$ cat config.mk
export PLATFORM = sky130hd
export DESIGN_NAME = bcd_field_arithmetic_unit
export DESIGN_NICKNAME = d
export VERILOG_FILES = /design/src/hw/bcd_field_pkg.sv /design/src/hw/bcd_field_arithmetic_unit.sv
export VERILOG_INCLUDE_DIRS = /design/src /design/src/hw
export SDC_FILE = /design/constraint.sdc
export NUM_CORES = 1
export LEC_CHECK = 0
export BUFFER_PORTS_ARGS = -buffer_cell sky130_fd_sc_hd__buf_2
export CAP_MARGIN = 20
export CORE_AREA = 2 2 162 244
export CTS_CLUSTER_SIZE = 28
export DETAILED_ROUTE_END_ITERATION = 8
export DIE_AREA = 0 0 164 246
export PLACE_DENSITY = 0.65
export SYNTH_ARGS = -nofsm -noshare
export SYNTH_HDL_FRONTEND = slang
export SYNTH_SLANG_ARGS = --single-unit
$ cat constraint.sdc
create_clock -name i_core_clk -period 4.6 [get_ports i_core_clk]
set_input_delay 0.23 -clock i_core_clk [delete_from_list [all_inputs] [get_ports i_core_clk]]
set_output_delay 0.23 -clock i_core_clk [all_outputs]
set_load 0.005 [all_outputs]
$ cat src/hw/bcd_field_regs.svh
// Constants of the decimal field arithmetic unit
`ifndef BCD_FIELD_REGS_SVH
`define BCD_FIELD_REGS_SVH
`define BCD_CHAR_W 6
`define BCD_WORD_W 24
`define BCD_WADDR_W 15
`define BCD_CADDR_W 17
`define BCD_ACC_W 53
`define BCD_ACC_SIGN 52
`define BCD_LEN_W 4
`define BCD_OP_LOAD 6'h34
`define BCD_OP_STORE 6'h35
`define BCD_OP_ADD 6'h36
`define BCD_OP_SUB 6'h37
`define BCD_OP_SETLEN 6'h38
`define BCD_SUB_SETLEN 3'h7
`define BCD_OP_SHIFT 6'h39
`define BCD_OP_SENSE 6'h3A
`define BCD_MAX_LEN 4'hC
`define BCD_STORE_MAX 4'hD
`define BCD_LAST_DIGIT 4'hC
`define BCD_MAX_DIGIT 4'h9
`define BCD_NEG_SIGN 2'h2
`define BCD_RADIX 5'h0A
`define BCD_LEN_RESET 4'h0
`endif

$ cat src/hw/bcd_field_pkg.sv
// Types shared by the decimal field arithmetic unit
`include "bcd_field_regs.svh"
package bcd_field_pkg;
    typedef struct packed {
        logic valid;
        logic [5:0] op;
        logic [2:0] sub;
        logic [`BCD_CADDR_W-1:0] operand;
    } cmd_type;

    typedef struct packed {
        logic valid;
        logic write;
        logic [`BCD_WADDR_W-1:0] addr;
        logic [3:0] char_en;
        logic [`BCD_WORD_W-1:0] wdata;
    } mem_req_type;

    typedef struct packed {
        logic ack;
        logic [`BCD_WORD_W-1:0] rdata;
    } mem_rsp_type;

    typedef enum logic [2:0] {
        ST_IDLE = 3'b000,
        ST_FETCH = 3'b001,
        ST_ARITH = 3'b010,
        ST_NEGATE = 3'b011,
        ST_STORE = 3'b100
    } fsm_type;

    typedef struct packed {
        fsm_type fsm;
        logic [5:0] op;
        logic [`BCD_LEN_W-1:0] len;
        logic acc_neg;
        logic [51:0] acc;
        logic opd_neg;
        logic [51:0] opd;
        logic [3:0] idx;
        logic [3:0] cnt;
        logic [`BCD_CADDR_W-1:0] addr;
        logic carry;
        logic fault;
        logic sensed;
        logic done;
        logic busy;
        mem_req_type mem;
    } state_type;
endpackage

$ cat src/hw/bcd_field_arithmetic_unit.sv
// Decimal field arithmetic unit: accumulator, length register, storage sequencing
`timescale 1ns/1ns
`default_nettype none
`include "bcd_field_regs.svh"
module bcd_field_arithmetic_unit (
    input wire logic i_core_clk,
    input wire logic i_rst,
    input wire bcd_field_pkg::cmd_type i_cmd,
    input wire bcd_field_pkg::mem_rsp_type i_mem_rsp,
    output bcd_field_pkg::mem_req_type o_mem_req,
    output logic [`BCD_ACC_W-1:0] o_accum,
    output logic [`BCD_LEN_W-1:0] o_length,
    output logic o_fault,
    output logic o_sense_val,
    output logic o_busy,
    output logic o_done
);
    bcd_field_pkg::state_type state_r;
    bcd_field_pkg::state_type state_nxt;

    // Character position 0 is the most significant slot of the word
    function automatic logic [5:0] pick_char(input logic [23:0] w, input logic [1:0] pos);
        case (pos)
            2'h0: pick_char = w[23:18];
            2'h1: pick_char = w[17:12];
            2'h2: pick_char = w[11:6];
            default: pick_char = w[5:0];
        endcase
    endfunction

    function automatic bcd_field_pkg::mem_req_type mk_req(input logic wr, input logic [16:0] a,
                                                          input logic [5:0] ch);
        mk_req.valid = 1'b1;
        mk_req.write = wr;
        mk_req.addr = a[16:2];
        mk_req.char_en = 4'h8 >> a[1:0];
        mk_req.wdata = {4{ch}};
    endfunction

    logic [5:0] ch;
    logic [3:0] dig;
    logic [4:0] t;
    logic [3:0] a_d;
    logic [3:0] b_d;
    logic fault_set;
    logic fault_clr;
    logic same;
    logic [3:0] n;

    always_comb begin
        state_nxt = state_r;
        state_nxt.done = 1'b0;
        fault_set = 1'b0;
        fault_clr = 1'b0;
        ch = 6'h00;
        dig = 4'h0;
        t = 5'h00;
        a_d = 4'h0;
        b_d = 4'h0;
        n = 4'h0;
        same = (state_r.acc_neg == state_r.opd_neg);
        case (state_r.fsm)
            bcd_field_pkg::ST_IDLE: begin
                if (i_cmd.valid) begin
                    state_nxt.op = i_cmd.op;
                    state_nxt.idx = 4'h0;
                    state_nxt.carry = 1'b0;
                    state_nxt.done = 1'b1;
                    if (i_cmd.op == `BCD_OP_SETLEN && i_cmd.sub == `BCD_SUB_SETLEN) begin
                        state_nxt.len = i_cmd.operand[3:0];
                        fault_set = (i_cmd.operand[3:0] > `BCD_MAX_LEN);
                    end else if (i_cmd.op == `BCD_OP_SENSE) begin
                        state_nxt.sensed = state_r.fault;
                        fault_clr = 1'b1;
                    end else if (i_cmd.op == `BCD_OP_SHIFT) begin
                        // Shift digits, bit 4 selects left
                        if (i_cmd.operand[4]) begin
                            state_nxt.acc = state_r.acc << {i_cmd.operand[3:0], 2'b00};
                        end else begin
                            state_nxt.acc = state_r.acc >> {i_cmd.operand[3:0], 2'b00};
                        end
                    end else if (i_cmd.op == `BCD_OP_STORE) begin
                        n = (state_r.len > `BCD_STORE_MAX) ? `BCD_STORE_MAX : state_r.len;
                        if (n != 4'h0) begin
                            state_nxt.done = 1'b0;
                            state_nxt.cnt = n;
                            state_nxt.addr = i_cmd.operand + 17'(n) - 17'h00001;
                            state_nxt.fsm = bcd_field_pkg::ST_STORE;
                            state_nxt.mem = mk_req(1'b1, state_nxt.addr,
                                {(state_r.acc_neg ? `BCD_NEG_SIGN : 2'h0), state_r.acc[3:0]});
                        end
                    end else if (i_cmd.op == `BCD_OP_LOAD || i_cmd.op == `BCD_OP_ADD ||
                                 i_cmd.op == `BCD_OP_SUB) begin
                        n = (state_r.len > `BCD_MAX_LEN) ? `BCD_MAX_LEN : state_r.len;
                        state_nxt.opd = 52'h0;
                        state_nxt.opd_neg = 1'b0;
                        if (i_cmd.op == `BCD_OP_LOAD) begin
                            // Overflow digit and all others cleared
                            state_nxt.acc = 52'h0;
                            state_nxt.acc_neg = 1'b0;
                        end
                        if (n != 4'h0) begin
                            state_nxt.done = 1'b0;
                            state_nxt.cnt = n;
                            // First fetch at base+length-1
                            // A length of 13 skips the top character, keeping the lower twelve
                            state_nxt.addr = i_cmd.operand + 17'(state_r.len) - 17'h00001;
                            state_nxt.fsm = bcd_field_pkg::ST_FETCH;
                            state_nxt.mem = mk_req(1'b0, state_nxt.addr, 6'h00);
                        end
                    end
                end
            end
            bcd_field_pkg::ST_FETCH: begin
                if (i_mem_rsp.ack) begin
                    ch = pick_char(i_mem_rsp.rdata, state_r.addr[1:0]);
                    dig = (ch[3:0] > `BCD_MAX_DIGIT) ? 4'h0 : ch[3:0];
                    fault_set = (ch[3:0] > `BCD_MAX_DIGIT) || (state_r.idx != 4'h0 && ch[5:4] != 2'h0);
                    if (state_r.op == `BCD_OP_LOAD) begin
                        state_nxt.acc[{state_r.idx, 2'b00} +: 4] = dig;
                    end else begin
                        state_nxt.opd[{state_r.idx, 2'b00} +: 4] = dig;
                    end
                    if (state_r.idx == 4'h0) begin
                        if (state_r.op == `BCD_OP_LOAD) begin
                            state_nxt.acc_neg = (ch[5:4] == `BCD_NEG_SIGN);
                        end else begin
                            state_nxt.opd_neg = (ch[5:4] == `BCD_NEG_SIGN) ^ (state_r.op == `BCD_OP_SUB);
                        end
                    end
                    state_nxt.idx = state_r.idx + 4'h1;
                    if (state_r.idx + 4'h1 == state_r.cnt) begin
                        state_nxt.mem.valid = 1'b0;
                        state_nxt.idx = 4'h0;
                        if (state_r.op == `BCD_OP_LOAD) begin
                            state_nxt.fsm = bcd_field_pkg::ST_IDLE;
                            state_nxt.done = 1'b1;
                        end else begin
                            state_nxt.fsm = bcd_field_pkg::ST_ARITH;
                        end
                    end else begin
                        state_nxt.addr = state_r.addr - 17'h00001;
                        state_nxt.mem = mk_req(1'b0, state_nxt.addr, 6'h00);
                    end
                end
            end
            bcd_field_pkg::ST_ARITH, bcd_field_pkg::ST_NEGATE: begin
                // One digit per cycle with decimal carry
                if (state_r.fsm == bcd_field_pkg::ST_ARITH) begin
                    a_d = state_r.acc[{state_r.idx, 2'b00} +: 4];
                    b_d = state_r.opd[{state_r.idx, 2'b00} +: 4];
                end else begin
                    b_d = state_r.acc[{state_r.idx, 2'b00} +: 4];
                end
                if (state_r.fsm == bcd_field_pkg::ST_ARITH && same) begin
                    t = {1'b0, a_d} + {1'b0, b_d} + {4'h0, state_r.carry};
                    state_nxt.carry = (t > 5'(`BCD_MAX_DIGIT));
                    t = state_nxt.carry ? t - `BCD_RADIX : t;
                end else begin
                    t = {1'b0, a_d} + `BCD_RADIX - {1'b0, b_d} - {4'h0, state_r.carry};
                    state_nxt.carry = (t < `BCD_RADIX);
                    t = state_nxt.carry ? t : t - `BCD_RADIX;
                end
                state_nxt.acc[{state_r.idx, 2'b00} +: 4] = t[3:0];
                state_nxt.idx = state_r.idx + 4'h1;
                if (state_r.idx == `BCD_LAST_DIGIT) begin
                    state_nxt.idx = 4'h0;
                    // Magnitude went below zero: take the ten's complement
                    if (state_r.fsm == bcd_field_pkg::ST_ARITH && !same && state_nxt.carry) begin
                        state_nxt.fsm = bcd_field_pkg::ST_NEGATE;
                        state_nxt.acc_neg = ~state_r.acc_neg;
                    end else begin
                        state_nxt.fsm = bcd_field_pkg::ST_IDLE;
                        state_nxt.done = 1'b1;
                    end
                    // Borrow out of the top digit is used above before it is cleared
                    state_nxt.carry = 1'b0;
                end
            end
            bcd_field_pkg::ST_STORE: begin
                if (i_mem_rsp.ack) begin
                    state_nxt.idx = state_r.idx + 4'h1;
                    if (state_r.idx + 4'h1 == state_r.cnt) begin
                        state_nxt.mem.valid = 1'b0;
                        state_nxt.fsm = bcd_field_pkg::ST_IDLE;
                        state_nxt.done = 1'b1;
                    end else begin
                        state_nxt.addr = state_r.addr - 17'h00001;
                        state_nxt.mem = mk_req(1'b1, state_nxt.addr,
                            {2'h0, state_r.acc[{state_nxt.idx, 2'b00} +: 4]});
                    end
                end
            end
            default: begin
                state_nxt.fsm = bcd_field_pkg::ST_IDLE;
                state_nxt.mem.valid = 1'b0;
            end
        endcase
        // Set wins over a clear in the same cycle
        state_nxt.fault = (state_r.fault & ~fault_clr) | fault_set;
        state_nxt.busy = (state_nxt.fsm != bcd_field_pkg::ST_IDLE);
    end

    always_ff @(posedge i_core_clk or posedge i_rst) begin
        if (i_rst) begin
            state_r <= '0;
            state_r.fsm <= bcd_field_pkg::ST_IDLE;
            state_r.len <= `BCD_LEN_RESET;
        end else begin
            state_r <= state_nxt;
        end
    end

    assign o_accum = {state_r.acc_neg, state_r.acc};
    assign o_length = state_r.len;
    assign o_fault = state_r.fault;
    assign o_sense_val = state_r.sensed;
    assign o_busy = state_r.busy;
    assign o_done = state_r.done;
    assign o_mem_req = state_r.mem;

    logic idle_cmd;
    assign idle_cmd = !state_r.busy && i_cmd.valid;
endmodule
`default_nettype wire

==> flow_metrics.env <==
export IMPL_status="finished with violations"
export IMPL_violations="setup timing"
export IMPL_fin_ws_ns=-0.0184
export IMPL_p_per_area_mw_per_mm2=686
export IMPL_initial_core_util_pct=44.6
export IMPL_setup_violations=4
export IMPL_routed_via_count=17600
export IMPL_track_usage_pct=35.3
export IMPL_relSlewSlack_pct=20.4
export IMPL_dr_first_iter_drc_count=1975
export IMPL_layout_drive_gt1_share_pct=23.9
export IMPL_overflow=0
export IMPL_cp_start_kind="flop"
export IMPL_die_area_mm2=0.0403
export IMPL_cts_max_level=4
export IMPL_hold_violations=0
export IMPL_die_x_um=164
export IMPL_grt_max_degree=159
export IMPL_register_area_mm2=0.00438
export IMPL_cts_sinks=175
export IMPL_core_area_mm2=0.0382
export IMPL_ys_seq_elements=175
export IMPL_dr_pass1_iters=6
export IMPL_tns_ns=-0.0448
export IMPL_antenna_cells=0
export IMPL_drc=0
export IMPL_worstSetupEndpointType="flop"
export IMPL_synth_edf_count=0
export IMPL_synth_yosys_seq_area_share_pct=25.7
export IMPL_drt_wl_total_um=71700
export IMPL_io_buffers=155
export IMPL_layout_nets=2213
export IMPL_syn2layout_area_growth_pct=11.9
export IMPL_synthDistinctLibCells=94
export IMPL_hp_class="in2reg"
export IMPL_multi_input_area_mm2=0.0112
export IMPL_fmax_mhz=217
export IMPL_synth_area_per_cell_um2=8.36
export IMPL_wl_per_cell_um=27.4
export IMPL_maxCapViolCount=0
export IMPL_cts_tree="yes"
export IMPL_ant_nets=0
export IMPL_post_route_min_period_ns=4.62
export IMPL_skew_ns=0.0130
export IMPL_clock_path_buffers=2
export IMPL_vias_per_cell=6.71
export IMPL_ys_warn_count=0
export IMPL_pre_cts_ws_ns=-0.254
export IMPL_grt_pass1_wl_um=106000
export IMPL_finalCritPeriodShare_pct=100
export IMPL_worstMarginPinSlew_ns=1.18
export IMPL_path_clk_slew_ns=0.08
export IMPL_fp_row_count=88
export IMPL_synth_ff_type="dfrtp_1"
export IMPL_critical_path_class="reg2reg"
export IMPL_clk_latency_ns=0.47
export IMPL_grt_pass1_vias=16900
export IMPL_ios=160
export IMPL_async_reset_ff_share_pct=100
export IMPL_power_leakage_nw=8.44
export IMPL_gp_congestion=0.979
export IMPL_syn_instance_count=2038
export IMPL_rsz0062_at_grt="yes"
export IMPL_cts_root_buf="clkbuf_16"
export IMPL_ir_drop_v=0.000487
export IMPL_grt_antenna_before_repair=1
export IMPL_cp_max_fo=8
export IMPL_synth_area_mm2=0.0170
export IMPL_worstPathRequired_ns=5.00
export IMPL_slew_violations=0
export IMPL_num_fill_cells=3644
export IMPL_dp_hpwl_um=53200
export IMPL_die_h_um=246
export IMPL_cts_buffers=17
export IMPL_arrival_ns=5.02
-- cells by family (layout without fill, tap and decap cells) --
kind of cell	after synthesis	in the layout	share of synthesized area [%]
AOI/OAI and AO/OA	656	656	26.0
xor gates and xnor gates	38	38	2.11
adders and majority gates	53	53	4.20
buffers and inverters	327	405	9.93
DFF	175	175	25.7
muxes	178	178	15.2
other	1	4	0.0220
and+or+nand+nor	610	610	16.9
-- critical path: stages, from the launching register on --
cell and delay, ns:
dfrtp_4 0.52, buf_12 0.16, buf_12 0.13, mux4_2 0.43
nand2_2 0.07, o311a_1 0.20, a31oi_4 0.05, mux2_4 0.31
fa_1 0.44, inv_1 0.07, ha_2 0.17, inv_2 0.04
fa_2 0.59, nor2_4 0.05, nor2_4 0.17, xnor2_2 0.09
a211o_4 0.39, o31ai_4 0.37, buf_4 0.18, o22a_1 0.12
-- synthesized netlist by cell type (21+ instances only) --
library cell  number  share of area [%]
a211oi_1          21               0.93
a21o_1            23                1.0
a21oi_1          150                4.4
a22o_1            40                2.1
a31oi_1           37                1.4
buf_2             44                1.3
buf_4            107                4.7
clkbuf_1          96                2.1
dfrtp_1          175                 26
ha_1              46                3.4
inv_1             62                1.4
mux2_2            45                3.0
mux2i_1           73                4.3
mux4_2            60                7.9
nand2_1          188                4.1
nand2b_1          24               0.88
nand3_1           46                1.4
nor2_1           181                4.0
nor2b_1           21               0.77
nor3_1            37                1.1
o21a_1            22               0.97
o21ai_0          160                4.7
-- routing by layer --
layer | vias to the layer above | track usage (%) | share of wire [%]
met3 | 306 | 5.71 | 7.3
met5 | - | 0 | 0
met2 | 1059 | 59.6 | 49
li1 | 7624 | - | -
met1 | 8561 | 39.0 | 35
met4 | 0 | 28.2 | 9.0
-- per-stage QoR --
stage	total power, mW	instances	area, um2	hold slack, ns	utilization [%]
CTS	12.2	2607	18900	0.0386	49.4
detailed placement	10.5	2568	18100	0.266	47.5
floorplan	7.38	2041	17100	0.382	-
global placement	10.4	2568	18100	0.254	47.5
global route	13.7	2614	19100	0.0505	49.9
finish	13.1	2614	19100	0.0463	49.9
-- worst paths after layout --
| kind | slack (ns) | end | depth (start not counted) | start |
|---|---|---|---|---|
| min in group asynchronous | 0.32 | state_r[60] | 3 | i_rst |
| worst min-delay path | 0.05 | state_r[188] | 2 | i_cmd[23] |
| worst max register to register | -0.02 | o_accum[41] | 19 | state_r[71] |
| worst max-delay path | -0.02 | o_accum[41] | 19 | state_r[71] |
| worst min register to register | 0.47 | state_r[95] | 2 | state_r[95] |
| max in group asynchronous | 2.99 | state_r[190] | 4 | i_rst |
-- cell type report --
type	count	area share (%)
Tap cell	495	3.25
Clock buffer	18	2.25
Inverter	66	1.32
Clock inverter	14	0.893
Sequential cell	175	23.0
Multi-Input combinational cell	1539	58.7
Timing Repair Buffer	307	10.6
-- sequential cells by signal, summed over array words and instances, names as in the netlist --
register and count:
o_accum 53, o_busy 1, o_done 1, o_fault 1
o_length 4, o_mem_req 26, o_sense_val 1, state_r 88
-- placed cells by master (no fill, tap or decap), types with 44 or more instances in the layout --
cell       n
nand3_1   46
mux4_2    60
nor2_1   177
a21oi_1  148
mux2_2    44
dfrtp_1  173
inv_1     59
o21ai_0  157
nand2_1  186
mux2i_1   73
buf_4    142
buf_2    153
-- timing repair --
item	4_1_cts	5_1_grt
resized for setup	18	33
hold endpoints to repair	17	0
hold buffers	1	0
pin swaps	13	21
setup buffers	6	7
setup endpoints to repair	33	35
-- power by group --
group | internal [mW] | leakage, nW | total [mW] | switching (mW)
combinational | 4.02 | 5.77 | 9.34 | 5.32
clock | 0.779 | 0.294 | 1.53 | 0.754
sequential | 1.87 | 2.37 | 2.21 | 0.333
Note: power is estimated with default switching activity, not from simulation.
